===== src/verilog/fldo_consts.vh =====
// constants for the feedback link diagnostic outputs block
`ifndef FLDO_CONSTS_VH
`define FLDO_CONSTS_VH
// register word offsets (byte addresses)
`define FLDO_OFF_CTRL      8'h00
`define FLDO_OFF_STAT      8'h04
`define FLDO_OFF_IRQ_STAT  8'h08
`define FLDO_OFF_IRQ_CLR   8'h0C
`define FLDO_OFF_IRQ_EN    8'h10
`define FLDO_OFF_ACC_MAX   8'h14
`define FLDO_OFF_DEV_MAX   8'h18
`define FLDO_OFF_ACC_LIM   8'h1C
`define FLDO_OFF_TALLY     8'h20
`define FLDO_OFF_DEV_NOW   8'h24
`define FLDO_OFF_RMT_CMD   8'h28
`define FLDO_OFF_RMT_ANS   8'h2C
// remote mirror window, register index 40h..7Fh
`define FLDO_RMT_LO        8'h40
`define FLDO_RMT_HI        8'h7F
// ctrl register fields
`define FLDO_CTRL_STROBE_EN 0
`define FLDO_CTRL_RST_VAL   32'h0000_0001
// status / event bit positions
`define FLDO_EV_EST        0
`define FLDO_EV_DEV        1
`define FLDO_EV_SAFE       2
`define FLDO_EV_STALE      3
`define FLDO_EV_FAST       4
`define FLDO_EV_ACCLIM     5
`define FLDO_EV_LINE       6
`define FLDO_EV_RMT        7
`define FLDO_NEV           8
// frame layout of sample strobes
`define FLDO_CH1_BITS      50
`define FLDO_CH2_BITS      10
// strobe offset from line driver, ns, and clock period, ns
`define FLDO_STROBE_OFS_NS 40
`define FLDO_CLK_NS        25
// least time rounds up
`define FLDO_STROBE_OFS_CYC ((`FLDO_STROBE_OFS_NS + `FLDO_CLK_NS - 1) / `FLDO_CLK_NS)
`endif


===== src/verilog/fldo_strobe.v =====
// bit sampling strobe generator: delayed pulse per received bit, frame pattern 50 + pause + 10
`timescale 1ns/10ps
`include "fldo_consts.vh"
module fldo_strobe #(
	parameter DLY = `FLDO_STROBE_OFS_CYC
)(
	// clock, reset, enable
	input  wire clk_i,
	input  wire rst_i,
	input  wire ce_i,
	// control
	input  wire enable_i,
	input  wire frame_start_i,
	input  wire bit_sample_i,
	// strobe and count
	output reg  strobe_o,
	output reg  [5:0] bit_cnt_o
);
	// delay line places edge a fixed offset after the sampling point
	reg [DLY-1:0] dly_reg;
	reg           ch2_reg;
	wire          gate;
	wire [DLY:0]  dly_shift;

	// pause bit gated out
	// only bits 1..50 of channel 1 and 1..10 of channel 2 pass; the pause bit must not pulse
	assign gate = bit_sample_i && enable_i &&
		(ch2_reg ? (bit_cnt_o < 6'd`FLDO_CH2_BITS) : (bit_cnt_o < 6'd`FLDO_CH1_BITS));

	// new bit enters at the bottom; one form serves any delay of one cycle or more
	assign dly_shift = {dly_reg, gate && !frame_start_i};

	// pattern counter; the pause bit between channels yields no pulse
	always @(posedge clk_i)
	begin
		if (rst_i)
		begin
			dly_reg   <= {DLY{1'b0}};
			strobe_o  <= 1'b0;
			bit_cnt_o <= 6'h00;
			ch2_reg   <= 1'b0;
		end
		else if (ce_i)
		begin
			strobe_o <= dly_reg[DLY-1];
			dly_reg  <= dly_shift[DLY-1:0];
			if (frame_start_i)
			begin
				bit_cnt_o <= 6'h00;
				ch2_reg   <= 1'b0;
			end
			else if (bit_sample_i && !ch2_reg && bit_cnt_o == 6'd`FLDO_CH1_BITS)
			begin
				// pause bit: switch to channel 2
				ch2_reg   <= 1'b1;
				bit_cnt_o <= 6'h00;
			end
			else if (gate)
				bit_cnt_o <= bit_cnt_o + 6'h01;
		end
	end
endmodule


===== src/verilog/fldo_top.v =====
// diagnostic outputs of the encoder link master with a wishbone register slave
// Notes on behaviour
// - strobe per bit: 50, pause, 10
// - strobe edge offset 40 ns
// - estimator output while fast position invalid
// - five events invalidate fast position
// - estimate from two latest safe positions
// - worst deviation from max acceleration
// - deviation flag when above tolerable maximum
// - safe fault on safe coding/checksum error
// - stale safe: not updated, never written, error
// - fast code fault after fast transmission
// - tally counts while fault, clears after
// - tally limit flag above threshold
// - line-code fault on disturbed 8b/10b
// - remote registers mirrored at 40h-7Fh
// - bit access codes; unimplemented read zero
// - reset values forced on reset
// - write-only and unused addresses read zero
// - all registers reachable over host bus
//
// Our own choices: the Wishbone slave port and the address map.
`timescale 1ns/10ps
`include "fldo_consts.vh"
module fldo_top #(
	parameter PW = 24,
	parameter TW = 8
)(
	// clock, reset, enable
	input  wire          clk_i,
	input  wire          rst_i,
	input  wire          ce_i,
	// wishbone slave
	input  wire          cyc_i,
	input  wire          stb_i,
	input  wire          we_i,
	input  wire [7:0]    adr_i,
	input  wire [3:0]    sel_i,
	input  wire [31:0]   dat_i,
	output reg  [31:0]   dat_o,
	output reg           ack_o,
	// link receiver events
	input  wire          frame_start_i,
	input  wire          bit_sample_i,
	input  wire          fast_tx_i,
	input  wire          fast_code_err_i,
	input  wire          fast_crc_err_i,
	input  wire          enc_pos_err_i,
	input  wire          realign_i,
	input  wire          resync_i,
	input  wire          safe_tx_i,
	input  wire          safe_code_err_i,
	input  wire          safe_crc_err_i,
	input  wire [PW-1:0] safe_pos_i,
	input  wire          line_code_err_i,
	// remote register transport
	output reg           rmt_req_o,
	output reg  [5:0]    rmt_adr_o,
	output reg           rmt_we_o,
	output reg  [7:0]    rmt_wdat_o,
	input  wire          rmt_ans_i,
	input  wire [7:0]    rmt_ans_dat_i,
	// diagnostic outputs
	output reg           sample_o,
	output reg           estimator_on_o,
	output reg           dev_thr_err_o,
	output reg           safe_channel_err_o,
	output reg           safe_pos_err_o,
	output reg           fast_code_err_o,
	output reg           acc_thr_err_o,
	output reg           encoding_err_o,
	output reg  [PW-1:0] est_pos_o,
	output reg           irq_o
);
	// registers
	reg  [31:0]   ctrl_reg;
	reg  [PW-1:0] acc_max_reg;
	reg  [PW-1:0] dev_max_reg;
	reg  [TW-1:0] acc_lim_reg;
	reg  [TW-1:0] tally_reg;
	reg  [`FLDO_NEV-1:0] ev_reg;
	reg  [`FLDO_NEV-1:0] ev_next;
	reg  [`FLDO_NEV-1:0] en_reg;
	reg  [PW-1:0] pos_a_reg;
	reg  [PW-1:0] pos_b_reg;
	reg  [1:0]    valid_cnt_reg;
	reg  [PW-1:0] est_dev_reg;
	reg  [PW-1:0] elapsed_reg;
	reg           safe_seen_reg;
	reg           fast_bad_reg;
	reg  [7:0]    rmt_ans_reg;
	reg           rmt_rdy_reg;
	reg  [31:0]   rd_next;
	wire          strobe;
	wire          wr_acc;
	wire          rd_acc;
	wire          fast_inv;
	wire [`FLDO_NEV-1:0] ev_now;
	wire [31:0]   acc_max_m;
	wire [31:0]   dev_max_m;
	wire [31:0]   acc_lim_m;

	// apply byte enables to an old word
	function [31:0] fldo_merge;
		input [31:0] old;
		input [31:0] wd;
		input [3:0]  sel;
		integer      i;
		begin
			fldo_merge = old;
			for (i = 0; i < 4; i = i + 1)
				if (sel[i])
					fldo_merge[i*8 +: 8] = wd[i*8 +: 8];
		end
	endfunction

	// saturating add keeps the deviation from wrapping to a small value
	function [PW-1:0] fldo_sadd;
		input [PW-1:0] a;
		input [PW-1:0] b;
		reg   [PW:0]   s;
		begin
			s = {1'b0, a} + {1'b0, b};
			fldo_sadd = s[PW] ? {PW{1'b1}} : s[PW-1:0];
		end
	endfunction

	// the remote mirror window is decoded for reads and for forwarding alike
	function fldo_in_rmt;
		input [7:0] ad;
		begin
			fldo_in_rmt = (ad >= `FLDO_RMT_LO) && (ad <= `FLDO_RMT_HI);
		end
	endfunction

	// byte-lane merge of a write; only the low bits of each merged word are kept
	assign acc_max_m = fldo_merge({{(32-PW){1'b0}}, acc_max_reg}, dat_i, sel_i);
	assign dev_max_m = fldo_merge({{(32-PW){1'b0}}, dev_max_reg}, dat_i, sel_i);
	assign acc_lim_m = fldo_merge({{(32-TW){1'b0}}, acc_lim_reg}, dat_i, sel_i);

	fldo_strobe #(
		.DLY (`FLDO_STROBE_OFS_CYC)
	) u_strobe (
		.clk_i         (clk_i),
		.rst_i         (rst_i),
		.ce_i          (ce_i),
		.enable_i      (ctrl_reg[`FLDO_CTRL_STROBE_EN]),
		.frame_start_i (frame_start_i),
		.bit_sample_i  (bit_sample_i),
		.strobe_o      (strobe),
		.bit_cnt_o     ()
	);

	// one access per request; ack drops the cycle after it rose
	assign wr_acc = cyc_i && stb_i && !ack_o && we_i;
	assign rd_acc = cyc_i && stb_i && !ack_o && !we_i;

	assign fast_inv = enc_pos_err_i || fast_code_err_i || fast_crc_err_i || realign_i || resync_i;

	// level events feeding the sticky status bits
	assign ev_now = {rmt_ans_i, line_code_err_i, (tally_reg > acc_lim_reg), fast_code_err_o,
		safe_pos_err_o, safe_channel_err_o, dev_thr_err_o, estimator_on_o};

	always @*
	begin
		rd_next = 32'h0000_0000;
		if (fldo_in_rmt(adr_i))
			rd_next = 32'h0000_0000;
		else
			case (adr_i)
				`FLDO_OFF_CTRL:     rd_next = ctrl_reg;
				`FLDO_OFF_STAT:     rd_next = {24'h00_0000, ev_now};
				`FLDO_OFF_IRQ_STAT: rd_next = {24'h00_0000, ev_reg};
				`FLDO_OFF_IRQ_EN:   rd_next = {24'h00_0000, en_reg};
				`FLDO_OFF_ACC_MAX:  rd_next = {{(32-PW){1'b0}}, acc_max_reg};
				`FLDO_OFF_DEV_MAX:  rd_next = {{(32-PW){1'b0}}, dev_max_reg};
				`FLDO_OFF_ACC_LIM:  rd_next = {{(32-TW){1'b0}}, acc_lim_reg};
				`FLDO_OFF_TALLY:    rd_next = {{(32-TW){1'b0}}, tally_reg};
				`FLDO_OFF_DEV_NOW:  rd_next = {{(32-PW){1'b0}}, est_dev_reg};
				`FLDO_OFF_RMT_ANS:  rd_next = {23'h00_0000, rmt_rdy_reg, rmt_ans_reg};
				default:            rd_next = 32'h0000_0000;
			endcase
	end

	// sticky events: a set in the same cycle as a clear wins
	always @*
	begin
		ev_next = ev_reg;
		if (wr_acc && adr_i == `FLDO_OFF_IRQ_CLR && sel_i[0])
			ev_next = ev_next & ~dat_i[`FLDO_NEV-1:0];
		ev_next = ev_next | ev_now;
	end

	always @(posedge clk_i)
	begin
		if (rst_i)
		begin
			ack_o       <= 1'b0;
			dat_o       <= 32'h0000_0000;
			ctrl_reg    <= `FLDO_CTRL_RST_VAL;
			acc_max_reg <= {PW{1'b0}};
			dev_max_reg <= {PW{1'b1}};
			acc_lim_reg <= {TW{1'b1}};
			en_reg      <= {`FLDO_NEV{1'b0}};
			ev_reg      <= {`FLDO_NEV{1'b0}};
			irq_o       <= 1'b0;
			rmt_req_o   <= 1'b0;
			rmt_adr_o   <= 6'h00;
			rmt_we_o    <= 1'b0;
			rmt_wdat_o  <= 8'h00;
			rmt_ans_reg <= 8'h00;
			rmt_rdy_reg <= 1'b0;
		end
		else if (ce_i)
		begin
			ack_o     <= cyc_i && stb_i && !ack_o;
			dat_o     <= rd_acc ? rd_next : 32'h0000_0000;
			ev_reg    <= ev_next;
			irq_o     <= |(ev_next & en_reg);
			rmt_req_o <= 1'b0;
			// remote mirror: forwarded, answer fetched later
			if (rmt_ans_i)
			begin
				rmt_ans_reg <= rmt_ans_dat_i;
				rmt_rdy_reg <= 1'b1;
			end
			if (cyc_i && stb_i && !ack_o && fldo_in_rmt(adr_i))
			begin
				rmt_req_o   <= 1'b1;
				rmt_adr_o   <= adr_i[5:0];
				rmt_we_o    <= we_i;
				rmt_wdat_o  <= dat_i[7:0];
				rmt_rdy_reg <= 1'b0;
			end
			if (wr_acc)
				case (adr_i)
					`FLDO_OFF_CTRL:    ctrl_reg    <= fldo_merge(ctrl_reg, dat_i, sel_i) & 32'h0000_0001;
					`FLDO_OFF_IRQ_EN:  en_reg      <= sel_i[0] ? dat_i[`FLDO_NEV-1:0] : en_reg;
					`FLDO_OFF_ACC_MAX: acc_max_reg <= acc_max_m[PW-1:0];
					`FLDO_OFF_DEV_MAX: dev_max_reg <= dev_max_m[PW-1:0];
					`FLDO_OFF_ACC_LIM: acc_lim_reg <= acc_lim_m[TW-1:0];
					default:           ;
				endcase
		end
	end

	// safe channel history and estimator
	always @(posedge clk_i)
	begin
		if (rst_i)
		begin
			pos_a_reg     <= {PW{1'b0}};
			pos_b_reg     <= {PW{1'b0}};
			valid_cnt_reg <= 2'h0;
			safe_seen_reg <= 1'b0;
			elapsed_reg   <= {PW{1'b0}};
			est_dev_reg   <= {PW{1'b0}};
			est_pos_o     <= {PW{1'b0}};
			fast_bad_reg  <= 1'b0;
		end
		else if (ce_i)
		begin
			// keep two latest valid safe positions
			if (safe_tx_i && !safe_code_err_i && !safe_crc_err_i)
			begin
				pos_b_reg     <= pos_a_reg;
				pos_a_reg     <= safe_pos_i;
				safe_seen_reg <= 1'b1;
				if (valid_cnt_reg != 2'h2)
					valid_cnt_reg <= valid_cnt_reg + 2'h1;
			end
			// invalid fast position latched until next good one
			if (fast_tx_i)
				fast_bad_reg <= fast_inv;
			else if (fast_inv)
				fast_bad_reg <= 1'b1;
			// linear extrapolation once per fast transmission while estimating
			if (fast_tx_i && fast_inv && valid_cnt_reg == 2'h2)
			begin
				est_pos_o   <= est_pos_o + (pos_a_reg - pos_b_reg);
				elapsed_reg <= fldo_sadd(elapsed_reg, {{(PW-1){1'b0}}, 1'b1});
				// deviation grows by accumulated acceleration bound
				est_dev_reg <= fldo_sadd(est_dev_reg, fldo_sadd(acc_max_reg, elapsed_reg[PW-1:0] & acc_max_reg));
			end
			else if (fast_tx_i && !fast_inv)
			begin
				est_pos_o   <= pos_a_reg;
				elapsed_reg <= {PW{1'b0}};
				est_dev_reg <= {PW{1'b0}};
			end
		end
	end

	// diagnostic flags and fault tally, all registered
	// synchronous, low in reset
	always @(posedge clk_i)
	begin
		if (rst_i)
		begin
			sample_o           <= 1'b0;
			estimator_on_o     <= 1'b0;
			dev_thr_err_o      <= 1'b0;
			safe_channel_err_o <= 1'b0;
			safe_pos_err_o     <= 1'b0;
			fast_code_err_o    <= 1'b0;
			acc_thr_err_o      <= 1'b0;
			encoding_err_o     <= 1'b0;
			tally_reg          <= {TW{1'b0}};
		end
		else if (ce_i)
		begin
			sample_o       <= strobe;
			estimator_on_o <= fast_bad_reg || fast_inv;
			dev_thr_err_o  <= (est_dev_reg > dev_max_reg);
			if (safe_tx_i)
				safe_channel_err_o <= safe_code_err_i || safe_crc_err_i;
			safe_pos_err_o <= !safe_seen_reg || enc_pos_err_i ||
				(safe_tx_i && (safe_code_err_i || safe_crc_err_i));
			if (fast_tx_i)
				fast_code_err_o <= fast_code_err_i;
			if (!fast_code_err_o)
				tally_reg <= {TW{1'b0}};
			else if (fast_tx_i && tally_reg != {TW{1'b1}})
				tally_reg <= tally_reg + {{(TW-1){1'b0}}, 1'b1};
			acc_thr_err_o  <= (tally_reg > acc_lim_reg);
			encoding_err_o <= line_code_err_i;
		end
	end
endmodule


===== config.mk =====
export PLATFORM = sky130hd
export DESIGN_NAME = fldo_top
export DESIGN_NICKNAME = d
export VERILOG_FILES = /design/src/verilog/fldo_strobe.v /design/src/verilog/fldo_top.v
export VERILOG_INCLUDE_DIRS = /design/src /design/src/verilog
export SDC_FILE = /design/constraint.sdc
export NUM_CORES = 1
export LEC_CHECK = 0
export BUFFER_PORTS_ARGS = -buffer_cell sky130_fd_sc_hd__buf_2
export CAP_MARGIN = 20
export CORE_ASPECT_RATIO = 1.75
export CORE_MARGIN = 8
export CORE_UTILIZATION = 45
export DETAILED_ROUTE_END_ITERATION = 6
export GPL_TIMING_DRIVEN = 0
export PLACE_DENSITY_LB_ADDON = 0.25
export SETUP_SLACK_MARGIN = 0.15
export SLEW_MARGIN = 10
export SYNTH_ARGS = -nofsm -noshare
export SYNTH_HDL_FRONTEND = slang
export SYNTH_HIERARCHICAL = 1
export SYNTH_SLANG_ARGS = --single-unit

===== constraint.sdc =====
create_clock -name clk_i -period 9 [get_ports clk_i]
set_input_delay 0.45 -clock clk_i [delete_from_list [all_inputs] [get_ports clk_i]]
set_output_delay 0.45 -clock clk_i [all_outputs]
set_load 0.02 [all_outputs]

==> flow_metrics.tcl <==
set metrics [dict create \
    worstHoldStart "frame_start_i" \
    die_x_um 160 \
    vias 16600 \
    insertion_delay_ns 0.57 \
    cp_max_fo 10 \
    relSlewSlack_pct 29.8 \
    ys.flop_type "dfxtp_1" \
    ys_seq_area_share_pct 33.4 \
    die_area_mm2 0.0431 \
    mostFrequentLayoutCells "341 x nand2_1, 274 x dfxtp_1, 224 x a21oi_1" \
    clk_pin_slew_ns 0.07 \
    min_to "u_strobe/ch2_reg" \
    drive_gt1_share_pct 11.6 \
    cts_root_buffer "clkbuf_16" \
    netlist_top_cells_area "dfxtp_1 33%, nand2_1 7.8%, a21oi_1 6.8%" \
    fin_crit_ns 5.47 \
    cts_tree "built" \
    grt_pass1_wl_um 90700 \
    antenna_left 0 \
    clock_sinks 274 \
    placedCellCount 2773 \
    ctsResizeCount 0 \
    io-pin-count 177 \
    syn_area_per_cell_um2 7.69 \
    p_per_area_mw_per_mm2 147 \
    synthArstFlopShare_pct 0 \
    drtIter0Drc 1158 \
    dr.pass1.iters 7 \
    peakVddDrop_v 0.000151 \
    worst_ep_arrival_time_ns 5.92 \
    r2r-start "elapsed_reg[1]" \
    r2r_slack_ns 3.53 \
    dieHeight_um 269 \
    syn2layout_area_growth_pct 14.4 \
    cts_buffers 27 \
    core-area_mm2 0.0360 \
    p_total_mw 2.76 \
    synthDistinctLibCells 87 \
    grt_max_degree 15 \
    synth_warnings 6 \
    cts_setup_buffers 0 \
    portBuffers 158 \
    path_cells "nor2b_1, ha_1, a211oi_1, o211ai_1, a31oi_1, o31ai_2, a21oi_1, o21ai_1, nand2_1, buf_4, nand2_1, ha_1, nor2b_2, o31a_1, o41ai_2, a211oi_1, o21ai_2, a41oi_2, buf_2, nand2_1, nand3_1" \
    rsz0062_at_grt "false" \
    finalCritPeriodShare_pct 60.8 \
    hold_violations 0 \
    wirelength_um 59000 \
    antenna_found_initial 3 \
    setup_viol 0 \
    worstPathRequired_ns 9.45 \
    avgViaCountPerCell 5.86 \
    syn-cell-area_mm2 0.0164 \
    wl_per_cell_um 20.9 \
    synth-edff-count 0 \
    grt_overflow_total 0 \
    path_buf_inv 2 \
    path_common_cell "nand2_1" \
    gp_congestion 0.973 \
    final_util_pct 52.2 \
    tightestPinTransition_ns 1.05 \
    violations "DRC" \
    hold_depth 2 \
    critPathKind "reg2reg" \
    critPathTopFamily "compound AO/OA/AOI/OAI gates" \
    maxCapViolations 0 \
    reg2reg_depth 21 \
    syn_inst 2138 \
    fmax_mhz 183 \
    fp-row-count 92 \
    start_util_pct 45.6 \
    synth-seq-cells 274 \
    cp-start-kind "flip-flop" \
    r2r_end "est_dev_reg[23]" \
    min_path_type "in2reg" \
    clock_skew_ns 0.0151 \
    final_area_mm2 0.0188 \
    synth_top_area_share_pct 33.4 \
    grt_pass1_vias 16600 \
    htree_levels 1 \
    fin_setup_tns_ns 0 \
    slew_viol_final 0 \
    grt_usage_pct 26.5 \
    final_common_cell "nand2_1" \
    cts_buffer_depth 3 \
    cpMaxStageDelayCell "dfxtp_1" \
    nets 2538 \
    dp_hpwl_um 46400 \
    post_layout_nonfiller_instances 2826 \
    nFillCells 3537 \
    drc 3 \
    slowest_delay_ns 0.49 \
    p_leak_nw 7.84 \
    end_kind "flip-flop" \
    status "finished, violations left" \
    placed_cell_area_mm2 0.0178 \
    hold_buffers 0 \
    yosysTopAreaCell "dfxtp_1" \
]
how the worst max path moves through the flow:
stage | to | slack [ns] | depth (start not counted) | from
after detailed placement | est_dev_reg[23] | 3.59 | 21 | elapsed_reg[1]
final | est_dev_reg[23] | 3.53 | 21 | elapsed_reg[1]
after CTS | est_dev_reg[23] | 3.55 | 21 | elapsed_reg[1]
after floorplan | est_dev_reg[22] | 4.89 | 20 | elapsed_reg[1]
after global routing | est_dev_reg[23] | 3.15 | 21 | elapsed_reg[1]
after global placement | est_dev_reg[23] | 3.60 | 21 | elapsed_reg[1]
per-stage QoR:
stage	hold slack, ns	setup WS, ns
floorplan	0.432	4.89
global placement	0.439	3.60
detailed placement	0.447	3.59
CTS	0.0927	3.55
global route	0.107	3.15
finish	0.108	3.53
metal layers:
layer / global-route usage [%] / up-vias / share of wire (%)
met2: 50.0 / 681 / 51
met5: 0 / - / 0.022
met3: 3.85 / 217 / 6.3
met1: 26.5 / 7773 / 35
met4: 17.9 / 2 / 7.0
li1: - / 7888 / -
where the power goes:
part           switching [mW]  internal, mW
clock network           0.523         0.726
logic                   0.175        0.0974
registers              0.0117          1.22
total                   0.709          2.05
final cells by class:
type / count / area (um2) / share of cell area, %
Antenna cell: 3 / 7.51 / 0.0399
Buffer: 121 / 536 / 2.85
Clock buffer: 39 / 791 / 4.20
Clock inverter: 11 / 170 / 0.904
Inverter: 153 / 574 / 3.05
Multi-Input combinational cell: 1597 / 9870 / 52.5
Sequential cell: 274 / 5490 / 29.2
Tap cell: 470 / 588 / 3.13
Timing Repair Buffer: 158 / 791 / 4.20
synth_stat cells (14+ instances only):
| master | instances |
|---|---|
| nor3_1 | 42 |
| inv_1 | 152 |
| xnor2_1 | 41 |
| a31oi_1 | 18 |
| a21oi_1 | 224 |
| clkbuf_1 | 79 |
| fa_1 | 24 |
| a22oi_1 | 14 |
| xor2_1 | 19 |
| a21o_1 | 36 |
| nand2_1 | 341 |
| nand3_1 | 58 |
| nand2b_1 | 20 |
| ha_1 | 87 |
| a211oi_1 | 31 |
| a222oi_1 | 37 |
| dfxtp_1 | 274 |
| o21ai_0 | 90 |
| o211ai_1 | 17 |
| nor2b_1 | 28 |
| buf_2 | 19 |
| o21a_1 | 15 |
| nor2_1 | 211 |
| mux2i_1 | 25 |
| nand4_1 | 27 |
| a211o_1 | 33 |
cell families after synthesis:
group                      Yosys count  synth area share [%]
DFF                                274                  33.4
xor gates and xnor gates            60                  3.20
and+or+nand+nor                    783                  21.2
AOI/OAI and AO/OA                  609                  24.4
muxes                               26                  1.59
adders and majority gates          111                  9.54
other                                1                0.0228
buffers and inverters              274                  6.75
Note: power is estimated with default switching activity, not from simulation.
